$ cat src/verilog/ssv_pkg.sv
// Package for the status, stack and interrupt vectoring block.
// Assumes one core clock and an 8-bit data path; shared by both ends.
package ssv_pkg;
   // -----------------------------------------------------------------
   // Register space
   // -----------------------------------------------------------------
   localparam logic [5:0] IO_STATUS      = 6'h3F; // Processor status
   localparam logic [5:0] IO_STACK       = 6'h3D; // Stack pointer
   localparam logic [5:0] IO_BIT_TOP     = 6'h1F; // Last bit-accessible address
   localparam logic [7:0] DATA_IO_OFFSET = 8'h20; // Data-space alias offset
   localparam logic [7:0] DATA_IO_LAST   = 8'h5F; // Last aliased data address
   localparam logic [7:0] STATUS_RESET   = 8'h00; // Status reset value
   localparam logic [7:0] STACK_RESET    = 8'h00; // Stack reset value
   localparam logic [7:0] STACK_LOW      = 8'h60; // Bottom of data memory
   // -----------------------------------------------------------------
   // Status bit positions
   // -----------------------------------------------------------------
   localparam int BIT_I = 7; // Global interrupt enable
   localparam int BIT_T = 6; // Transfer store
   localparam int BIT_H = 5; // Half carry
   localparam int BIT_S = 4; // Sign
   localparam int BIT_V = 3; // Overflow
   localparam int BIT_N = 2; // Negative
   localparam int BIT_Z = 1; // Zero
   localparam int BIT_C = 0; // Carry
   // -----------------------------------------------------------------
   // Vectors and stack steps
   // -----------------------------------------------------------------
   localparam logic [9:0] VEC_RESET = 10'h000; // Reset vector
   localparam logic [9:0] VEC_EXT   = 10'h001; // External request vector
   localparam logic [9:0] VEC_TIMER = 10'h002; // Timer overflow vector
   localparam logic [7:0] STEP_DATA = 8'h01;   // Data push/pop step
   localparam logic [7:0] STEP_ADDR = 8'h02;   // Return address step
   localparam int ENTRY_CYCLES = 4;            // Cycles from flag to vector
   localparam logic [2:0] ENTRY_LAST = 3'h3;   // Last count of entry
   // Stack operations requested by the core
   typedef enum logic [2:0] {
      SOP_NONE, SOP_PUSH, SOP_POP, SOP_CALL, SOP_RET, SOP_RETURN_FROM_INTERRUPT
   } ssv_stack_op_e;
   // Bit operations on the register space
   typedef enum logic [1:0] {
      BOP_NONE, BOP_SET, BOP_CLEAR, BOP_TEST
   } ssv_bit_op_e;
endpackage : ssv_pkg

$ cat src/verilog/ssv_if.sv
// Interface joining the execution core end and the status/vector end.
// Assumes both ends share clk; the core is master of every request.
`timescale 1ns/1ps
interface ssv_if
   import ssv_pkg::*;
   ();
   logic          ioWr;      // Register write strobe
   logic          ioRd;      // Register read strobe
   logic [7:0]    ioAddr;    // Register index or data-space address
   logic          ioData;    // 1: address is data-space alias
   logic [7:0]    ioWdata;   // Write data
   logic [7:0]    ioRdata;   // Read data (registered)
   logic          ioHit;     // Address belongs to this block
   ssv_bit_op_e   bitOp;     // Single-bit operation
   logic [2:0]    bitSel;    // Bit number for bit operation
   logic          bitDone;   // Bit op complete, one cycle
   logic          bitSkip;   // Test result: skip next
   logic          bitRefused;// Bit op outside low half
   ssv_stack_op_e stackOp;   // Stack pointer operation
   logic [7:0]    stackPtr;  // Current stack pointer
   logic          aluWe;     // Arithmetic flag update strobe
   logic [4:0]    aluFlags;  // H,V,N,Z,C new values
   logic          tStore;    // Bit-store: load T
   logic          tValue;    // Bit value for T
   logic          tFlag;     // T for bit-load
   logic          instrEnd;  // Core finished an instruction
   logic          irqTake;   // Interrupt accepted, one cycle
   logic [9:0]    irqVector; // Vector address
   logic          irqAck0;   // External flag served
   logic          irqAck1;   // Timer flag served
   modport status (
      input  ioWr, ioRd, ioAddr, ioData, ioWdata, bitOp, bitSel, stackOp,
             aluWe, aluFlags, tStore, tValue, instrEnd,
      output ioRdata, ioHit, bitDone, bitSkip, bitRefused, stackPtr, tFlag,
             irqTake, irqVector, irqAck0, irqAck1
   );
   modport core (
      output ioWr, ioRd, ioAddr, ioData, ioWdata, bitOp, bitSel, stackOp,
             aluWe, aluFlags, tStore, tValue, instrEnd,
      input  ioRdata, ioHit, bitDone, bitSkip, bitRefused, stackPtr, tFlag,
             irqTake, irqVector, irqAck0, irqAck1
   );
endinterface : ssv_if

$ cat src/verilog/ssv_irq_arb.sv
// Fixed-priority interrupt arbiter with entry delay and return guard.
// Assumes request levels come from flip-flops on the same clock.
`timescale 1ns/1ps
module ssv_irq_arb
   import ssv_pkg::*;
(
   input  wire logic       clk,
   input  wire logic       rst,
   input  wire logic       globalEn,   // Status bit 7
   input  wire logic [1:0] req,        // [0] external, [1] timer, enabled
   input  wire logic       instrEnd,   // Instruction boundary
   input  wire logic       retiSeen,   // Return from interrupt executed
   output logic            take,       // Accept pulse
   output logic [9:0]      vector,     // Chosen vector
   output logic [1:0]      ack         // Which source was served
);
   // -----------------------------------------------------------------
   // Pending age and return guard
   // -----------------------------------------------------------------
   logic [2:0] age_q, age_d;      // Cycles since a request seen
   logic       guard_q, guard_d;  // One main instruction after return
   logic [9:0] vector_q, vector_d;
   logic       any;
   // Next state of arbiter
   always_comb begin
      any      = globalEn && (req != 2'b00);
      age_d    = age_q;
      guard_d  = guard_q;
      vector_d = vector_q;
      take     = 1'b0;
      ack      = 2'b00;
      if (!any) begin
         age_d = 3'h0;
      end else if (age_q != ENTRY_LAST) begin
         age_d = age_q + 3'h1;
      end
      if (retiSeen) begin
         guard_d = 1'b1;
      end else if (instrEnd) begin
         guard_d = 1'b0;
      end
      // Only at a boundary, so multi-cycle instructions finish first
      if (any && instrEnd && !guard_q && age_q == ENTRY_LAST) begin
         take  = 1'b1;
         age_d = 3'h0;
         if (req[0]) begin
            ack      = 2'b01;
            vector_d = VEC_EXT;
         end else begin
            ack      = 2'b10;
            vector_d = VEC_TIMER;
         end
      end
   end
   // Registers
   always_ff @(posedge clk) begin
      if (rst) begin
         age_q    <= 3'h0;
         guard_q  <= 1'b0;
         vector_q <= VEC_RESET;
      end else begin
         age_q    <= age_d;
         guard_q  <= guard_d;
         vector_q <= vector_d;
      end
   end
   assign vector = vector_d;
endmodule : ssv_irq_arb

$ cat src/verilog/ssv_status_end.sv
// Status register, stack pointer and interrupt vectoring end.
// Assumes the core end drives requests synchronously on clk.
`timescale 1ns/1ps
module ssv_status_end
   import ssv_pkg::*;
(
   input  wire logic clk,
   input  wire logic rst,
   ssv_if.status     bus,
   input  wire logic extReq,    // External request flag level
   input  wire logic extEn,     // External request enable
   input  wire logic timerReq,  // Timer overflow flag level
   input  wire logic timerEn,   // Timer overflow enable
   output logic [7:0] statusOut // Processor status to user side
);
   // -----------------------------------------------------------------
   // State
   // -----------------------------------------------------------------
   logic [7:0] status_q, status_d;  // Processor status
   logic [7:0] sp_q, sp_d;          // Stack pointer
   logic [7:0] rdata_q, rdata_d;    // Registered read data
   logic       done_q, done_d;      // Bit op done
   logic       skip_q, skip_d;      // Test result
   logic       refused_q, refused_d;
   // Decode and arbiter wiring
   logic [5:0] idx;                 // Register index
   logic       inRange;             // Address maps to register space
   logic       take;
   logic [9:0] vec;
   logic [1:0] ack;
   logic [7:0] cur;                 // Register read before bit op
   logic [7:0] mod;
   logic       retiSeen;
   // -----------------------------------------------------------------
   // Address decode
   // -----------------------------------------------------------------
   // Both forms fold onto one 6-bit index
   // Out-of-range reads and writes are ignored; bit ops there are refused
   always_comb begin
      // Alias sits 0x20 above the register index
      if (bus.ioData) begin
         inRange = (bus.ioAddr >= DATA_IO_OFFSET) && (bus.ioAddr <= DATA_IO_LAST);
         idx     = 6'(bus.ioAddr - DATA_IO_OFFSET);
      end else begin
         inRange = (bus.ioAddr[7:6] == 2'b00);
         idx     = bus.ioAddr[5:0];
      end
   end
   // Hit is informational for the core
   assign bus.ioHit = inRange && (idx == IO_STATUS || idx == IO_STACK);
   // Return arms the one-instruction guard
   assign retiSeen  = (bus.stackOp == SOP_RETURN_FROM_INTERRUPT);
   // -----------------------------------------------------------------
   // Arbiter
   // -----------------------------------------------------------------
   // Enables gate requests here; global
   // enable goes in apart so age counts
   // only while a take is possible
   ssv_irq_arb ssv_irq_arb_inst (
      .clk      (clk),
      .rst      (rst),
      .globalEn (status_q[BIT_I]),
      .req      ({timerReq && timerEn, extReq && extEn}),
      .instrEnd (bus.instrEnd),
      .retiSeen (retiSeen),
      .take     (take),
      .vector   (vec),
      .ack      (ack)
   );
   // -----------------------------------------------------------------
   // Status, stack and register access next state
   // -----------------------------------------------------------------
   // One process for all state of this end,
   // so competing writers resolve in fixed
   // order: later statements win
   always_comb begin
      // Defaults hold status, pointer and read data; done, skip and refused clear
      status_d  = status_q;
      sp_d      = sp_q;
      rdata_d   = rdata_q;
      done_d    = 1'b0;
      skip_d    = 1'b0;
      refused_d = 1'b0;
      cur       = 8'h00;
      mod       = 8'h00;
      // Arithmetic flags land at fixed positions
      // Flag update comes from the ALU strobe
      if (bus.aluWe) begin
         status_d[BIT_H] = bus.aluFlags[4];
         status_d[BIT_V] = bus.aluFlags[3];
         status_d[BIT_N] = bus.aluFlags[2];
         status_d[BIT_Z] = bus.aluFlags[1];
         status_d[BIT_C] = bus.aluFlags[0];
      end
      // Bit-store loads T only
      if (bus.tStore) begin
         status_d[BIT_T] = bus.tValue;
      end
      // Register write; the pointer is plain read/write, status takes S from N xor V below
      if (bus.ioWr && inRange) begin
         if (idx == IO_STATUS) status_d = bus.ioWdata;
         if (idx == IO_STACK)  sp_d = bus.ioWdata;
      end
      // Read data stands until next in-range read or completed bit op
      if (bus.ioRd && inRange) begin
         rdata_d = (idx == IO_STATUS) ? status_q :
                   (idx == IO_STACK)  ? sp_q : 8'h00;
      end
      // Bit ops: only low half; whole register read back, modified and returned as read data.
      // Neither register of this block lies there, so hits read as zero.
      if (bus.bitOp != BOP_NONE) begin
         // Alias 0x20-0x3F counts as low half
         if (idx > IO_BIT_TOP || !inRange) begin
            refused_d = 1'b1;
         end else begin
            done_d = 1'b1;
            mod    = cur;
            if (bus.bitOp == BOP_SET)   mod[bus.bitSel] = 1'b1;
            if (bus.bitOp == BOP_CLEAR) mod[bus.bitSel] = 1'b0;
            skip_d = (bus.bitOp == BOP_TEST) && cur[bus.bitSel];
            rdata_d = mod;
         end
      end
      // Pointer wraps modulo 256; no bound
      // check, software keeps it in memory
      // Stack steps; status itself is never stacked
      case (bus.stackOp)
         SOP_PUSH: sp_d = sp_q - STEP_DATA;
         SOP_POP:  sp_d = sp_q + STEP_DATA;
         SOP_CALL: sp_d = sp_q - STEP_ADDR;
         SOP_RET:  sp_d = sp_q + STEP_ADDR;
         SOP_RETURN_FROM_INTERRUPT: begin
            sp_d            = sp_q + STEP_ADDR;
            status_d[BIT_I] = 1'b1;
         end
         // No stack operation
         default: ;
      endcase
      // Accept has priority over a same-cycle stack op
      // (hardware pushes the return address)
      if (take) begin
         sp_d            = sp_q - STEP_ADDR;
         status_d[BIT_I] = 1'b0;
      end
      // Done last, so a direct write cannot
      // leave the sign bit inconsistent
      // Sign always follows N xor V
      status_d[BIT_S] = status_d[BIT_N] ^ status_d[BIT_V];
   end
   // -----------------------------------------------------------------
   // Registers
   // -----------------------------------------------------------------
   // Stack reset value is a choice; software
   // loads the pointer before any call
   always_ff @(posedge clk) begin
      if (rst) begin
         status_q  <= STATUS_RESET;
         sp_q      <= STACK_RESET;
         rdata_q   <= 8'h00;
         done_q    <= 1'b0;
         skip_q    <= 1'b0;
         refused_q <= 1'b0;
      end else begin
         status_q  <= status_d;
         sp_q      <= sp_d;
         rdata_q   <= rdata_d;
         done_q    <= done_d;
         skip_q    <= skip_d;
         refused_q <= refused_d;
      end
   end
   // -----------------------------------------------------------------
   // Outputs
   // -----------------------------------------------------------------
   // Accept and acks are comb and stand
   // only in the accept cycle; vector holds after it
   assign bus.ioRdata    = rdata_q;
   assign bus.bitDone    = done_q;
   assign bus.bitSkip    = skip_q;
   assign bus.bitRefused = refused_q;
   assign bus.stackPtr   = sp_q;
   assign bus.tFlag      = status_q[BIT_T];
   assign bus.irqTake    = take;
   assign bus.irqVector  = vec;
   assign bus.irqAck0    = ack[0];
   assign bus.irqAck1    = ack[1];
   // Status copy for the user side
   assign statusOut      = status_q;
endmodule : ssv_status_end

$ cat src/flat_wrapper.sv
// flat-port wrapper written by rule: the top's interface ports become plain ports
module ssv_status_end_flat import ssv_pkg::*;
  (clk, rst, extReq, extEn, timerReq, timerEn, statusOut, bus_ioWr, bus_ioRd, bus_ioAddr, bus_ioData, bus_ioWdata, bus_bitOp, bus_bitSel, bus_stackOp, bus_aluWe, bus_aluFlags, bus_tStore, bus_tValue, bus_instrEnd, bus_ioRdata, bus_ioHit, bus_bitDone, bus_bitSkip, bus_bitRefused, bus_stackPtr, bus_tFlag, bus_irqTake, bus_irqVector, bus_irqAck0, bus_irqAck1);
  ssv_if bus_i ();
  input  wire logic clk;
  input  wire logic rst;
  input  wire logic extReq;
  input  wire logic extEn;
  input  wire logic timerReq;
  input  wire logic timerEn;
  output logic [7:0] statusOut;
  input wire logic [$bits(bus_i.ioWr)-1:0] bus_ioWr;
  input wire logic [$bits(bus_i.ioRd)-1:0] bus_ioRd;
  input wire logic [$bits(bus_i.ioAddr)-1:0] bus_ioAddr;
  input wire logic [$bits(bus_i.ioData)-1:0] bus_ioData;
  input wire logic [$bits(bus_i.ioWdata)-1:0] bus_ioWdata;
  input wire logic [$bits(bus_i.bitOp)-1:0] bus_bitOp;
  input wire logic [$bits(bus_i.bitSel)-1:0] bus_bitSel;
  input wire logic [$bits(bus_i.stackOp)-1:0] bus_stackOp;
  input wire logic [$bits(bus_i.aluWe)-1:0] bus_aluWe;
  input wire logic [$bits(bus_i.aluFlags)-1:0] bus_aluFlags;
  input wire logic [$bits(bus_i.tStore)-1:0] bus_tStore;
  input wire logic [$bits(bus_i.tValue)-1:0] bus_tValue;
  input wire logic [$bits(bus_i.instrEnd)-1:0] bus_instrEnd;
  output wire logic [$bits(bus_i.ioRdata)-1:0] bus_ioRdata;
  output wire logic [$bits(bus_i.ioHit)-1:0] bus_ioHit;
  output wire logic [$bits(bus_i.bitDone)-1:0] bus_bitDone;
  output wire logic [$bits(bus_i.bitSkip)-1:0] bus_bitSkip;
  output wire logic [$bits(bus_i.bitRefused)-1:0] bus_bitRefused;
  output wire logic [$bits(bus_i.stackPtr)-1:0] bus_stackPtr;
  output wire logic [$bits(bus_i.tFlag)-1:0] bus_tFlag;
  output wire logic [$bits(bus_i.irqTake)-1:0] bus_irqTake;
  output wire logic [$bits(bus_i.irqVector)-1:0] bus_irqVector;
  output wire logic [$bits(bus_i.irqAck0)-1:0] bus_irqAck0;
  output wire logic [$bits(bus_i.irqAck1)-1:0] bus_irqAck1;
  assign bus_i.ioWr = bus_ioWr;
  assign bus_i.ioRd = bus_ioRd;
  assign bus_i.ioAddr = bus_ioAddr;
  assign bus_i.ioData = bus_ioData;
  assign bus_i.ioWdata = bus_ioWdata;
  assign bus_i.bitOp = bus_bitOp;
  assign bus_i.bitSel = bus_bitSel;
  assign bus_i.stackOp = bus_stackOp;
  assign bus_i.aluWe = bus_aluWe;
  assign bus_i.aluFlags = bus_aluFlags;
  assign bus_i.tStore = bus_tStore;
  assign bus_i.tValue = bus_tValue;
  assign bus_i.instrEnd = bus_instrEnd;
  assign bus_ioRdata = bus_i.ioRdata;
  assign bus_ioHit = bus_i.ioHit;
  assign bus_bitDone = bus_i.bitDone;
  assign bus_bitSkip = bus_i.bitSkip;
  assign bus_bitRefused = bus_i.bitRefused;
  assign bus_stackPtr = bus_i.stackPtr;
  assign bus_tFlag = bus_i.tFlag;
  assign bus_irqTake = bus_i.irqTake;
  assign bus_irqVector = bus_i.irqVector;
  assign bus_irqAck0 = bus_i.irqAck0;
  assign bus_irqAck1 = bus_i.irqAck1;
  ssv_status_end u_core (.clk(clk), .rst(rst), .bus(bus_i), .extReq(extReq), .extEn(extEn), .timerReq(timerReq), .timerEn(timerEn), .statusOut(statusOut));
endmodule
$ cat config.mk
export PLATFORM = sky130hd
export DESIGN_NAME = ssv_status_end_flat
export DESIGN_NICKNAME = d
export VERILOG_FILES = /design/src/verilog/ssv_pkg.sv /design/src/verilog/ssv_if.sv /design/src/verilog/ssv_irq_arb.sv /design/src/verilog/ssv_status_end.sv /design/src/flat_wrapper.sv
export SDC_FILE = /design/constraint.sdc
export NUM_CORES = 1
export LEC_CHECK = 0
export BUFFER_PORTS_ARGS = -buffer_cell sky130_fd_sc_hd__buf_2
export CAP_MARGIN = 25
export CORE_AREA = 3 3 95 97
export DETAILED_ROUTE_END_ITERATION = 16
export DIE_AREA = 0 0 98 100
export PLACE_DENSITY_LB_ADDON = 0.05
export SLEW_MARGIN = 40
export SYNTH_ARGS = -nofsm -noshare
export SYNTH_HDL_FRONTEND = slang
export SYNTH_SLANG_ARGS = --single-unit
$ cat constraint.sdc
create_clock -name clk -period 5.4 [get_ports clk]
set_input_delay 1.62 -clock clk [delete_from_list [all_inputs] [get_ports clk]]
set_output_delay 1.62 -clock clk [all_outputs]
set_load 0.005 [all_outputs]
==> flow_summary.yaml <==
placement:
  hpwl_mm: 6.118
  port_buffers: 82
  place_congestion: 0.8483
setup_path:
  crit_path_frequent_cell: "buf_2"
  rr_worst_depth: 8
  path_class: "in -> out"
  slowest_delay_ns: 0.24
  cp_cell_sequence: "buf_2 -> a22oi_2 -> or2_1 -> buf_4 -> inv_4 -> and3_1 -> a21o_1 -> buf_2"
  cp.required_ns: 3.78
  reg2reg_slack_ns: 3.06
  end_kind: "primary output"
  start_kind: "input pin"
  timing.rr.start: "u_core.bus.stackPtr[1]"
  crit_slowest_cell: "and3_1"
  endpoint: "bus_irqVector[0]"
  arrival_ns: 2.97
  critPathLaunch: "extReq"
  cp_max_fo: 19
  r2r-end: "u_core.bus.stackPtr[6]"
synthesis:
  ys_seq_elements: 40
  async_flop_share_pct: 0
  yosysWarnings: 0
  synth-seq-area-share_pct: 29.37
  synthFlopType: "dfxtp_1"
  ys_types: 66
  netlist_area_um2: 2726
  synth.avg_cell_area_um2: 8.237
  synthCells: 331
  synth_nets: 384
  synth_edf_count: 0
clocking:
  path_clk_slew_ns: 0.08
  worstSkewPairLatency_ns: 0.29
  root_buffer: "clkbuf_8"
  cts_sinks: 40
  cts_buffers: 5
  cts_setup_buffers: 0
  htreeDepth: 2
  cts_tree: "yes"
  cts_buffer_depth: 2
  postCtsHoldBufs: 0
  post_cts_resized: 0
global_route:
  overflow: 0
  grt_first_pass_wirelength_mm: 12.56
  antenna_found_initial: 0
  track_usage_pct: 15.93
  grt_max_degree: 28
  grt_pass1_vias: 2467
power:
  ir_drop_mv: 0.1164
  finalPower_uw: 769.7
  static-leakage-power_nw: 1.469
  power.density_nw_per_um2: 237.9
route:
  drcViolationCount: 0
  vias: 2563
  wl_mm: 7.999
  viasPerCell: 5.095
  wire_per_inst_um: 15.90
  drt-pass1-iter-count: 4
  drt_iter0_drc: 151
  antenna_left: 0
layout:
  antenna_cells: 0
  drive_above_1_share_pct: 26.88
  area_growth_pct: 18.68
  finalNetCount: 450
sta:
  skew_ns: 0.01426
  fmax_mhz: 218.1
  tightest_slew_ns: 0.6034
  min_period_over_period_pct: 84.92
  period_minus_slack_ns: 4.586
  setup_violations: 0
  setup_tns_ns: 0
  final_max_slew_viol_count: 0
  rsz0062_at_grt: "false"
  relSlewSlack_pct: 59.56
  final_hold_viol_count: 0
run:
  maxCapViolations: 0
floorplanning:
  core_um2: 8217
  num_rows: 33
  initial_core_util_pct: 33.18
  fp.dieH_um: 100
  dieArea_um2: 9800
  dieWidth_um: 98
  io_pins: 84
worst_hold_path:
  min_path_type: "reg -> reg"
outcome:
  outcome: "complete, no violations"
[cell type report]
class	instances	area, µm²
multi-input cells	256	1748
flip-flops and latches	40	800.8
repair buffers	83	417.9
fillers	906	4981
well taps	105	131.4
clock buffers	7	86.33
clock inverters	1	7.507
inverters	11	43.79
[layout by cell type (no fill, tap or decap), types with 4 or more instances in the layout]
master    instances
xnor2_1          11
a21oi_1          20
xor2_1            8
inv_1            10
buf_2            82
nor2_1           43
clkbuf_8          6
nand3_1           8
ha_1             10
dfxtp_1          40
and2_1           17
nor2b_1           4
nand2_1          17
nand2b_1          6
mux2i_1          21
a211oi_1          8
o22ai_1           7
o21ai_0           7
nor3_1           12
[per-stage QoR]
step           area [µm²]  setup slack (ns)  cells  util (%)  hold WS [ns]
5_1_grt              3236            0.7340    503     39.38        0.4805
6_report             3236            0.8145    503     39.38        0.4509
3_3_place_gp         3139            0.8410    495     38.21        0.4338
4_1_cts              3236            0.7956    503     39.38        0.4594
2_1_floorplan        2726             1.270    331         -        0.4209
3_5_place_dp         3142            0.7979    495     38.24        0.4351
[worst min-delay path by stage]
| stage | start | endpoint | slack (ns) | depth (start not counted) |
|---|---|---|---|---|
| after floorplan | u_core.ssv_irq_arb_inst.vector_q[2] | u_core.ssv_irq_arb_inst.vector_q[2] | 0.42 | 1 |
| after global placement | u_core.ssv_irq_arb_inst.vector_q[9] | u_core.ssv_irq_arb_inst.vector_q[9] | 0.43 | 1 |
| after detailed placement | u_core.ssv_irq_arb_inst.vector_q[8] | u_core.ssv_irq_arb_inst.vector_q[8] | 0.44 | 1 |
| after CTS | u_core.ssv_irq_arb_inst.vector_q[3] | u_core.ssv_irq_arb_inst.vector_q[3] | 0.46 | 1 |
| after global routing | u_core.ssv_irq_arb_inst.vector_q[8] | u_core.ssv_irq_arb_inst.vector_q[8] | 0.48 | 1 |
| final | u_core.ssv_irq_arb_inst.vector_q[8] | u_core.ssv_irq_arb_inst.vector_q[8] | 0.45 | 1 |
[state kept, by name, summed over array words and instances (netlist names)]
register,count
u_core.bus.bitDone,1
u_core.bus.bitRefused,1
u_core.bus.stackPtr,8
u_core.ssv_irq_arb_inst.guard_q,1
u_core.ssv_irq_arb_inst.vector_q,10
u_core.statusOut,8
u_core.ssv_irq_arb_inst.age_q,3
u_core.bus.ioRdata,8
[report_power, final]
part / switching (mW) / internal, mW
Combinational: 0.118 / 0.104
Sequential: 0.0313 / 0.308
Clock: 0.104 / 0.104
Total: 0.254 / 0.516
[metal layers]
layer	GRT usage [%]	wire [µm]	share of wire, %
met1	20.44	3577	45
met2	27.33	3687	46
met3	3.753	617	7.7
met4	3.408	116	1.5
met5	0	0	0
[cell usage after synthesis (8+ instances only)]
cell	count	area, µm²
clkbuf_1	10	37.54
mux2i_1	21	210.2
and2_1	17	106.4
inv_1	10	37.54
xor2_1	8	70.07
nor3_1	12	60.06
dfxtp_1	40	800.8
a211oi_1	8	60.06
a21oi_1	20	100.1
nor2_1	44	165.2
xnor2_1	11	96.34
ha_1	10	125.1
nand3_1	8	40.04
nand2_1	17	63.81
[cell families after synthesis]
logic type,share of synthesized area (%)
and+or+nand+nor,26.30
buffers and inverters,6.609
xor gates and xnor gates,6.104
AOI/OAI and AO/OA,18.45
DFF,29.37
other,0.1375
adders and majority gates,5.324
muxes,7.710
[worst max-delay path: cells and delay by family]
family | cells | cell delay [ns]
AO/OA/AOI/OAI | 2 | 0.41
buffers and inverters | 4 | 0.56
AND/OR/NAND/NOR | 2 | 0.37
Note: power is estimated with default switching activity, not from simulation.
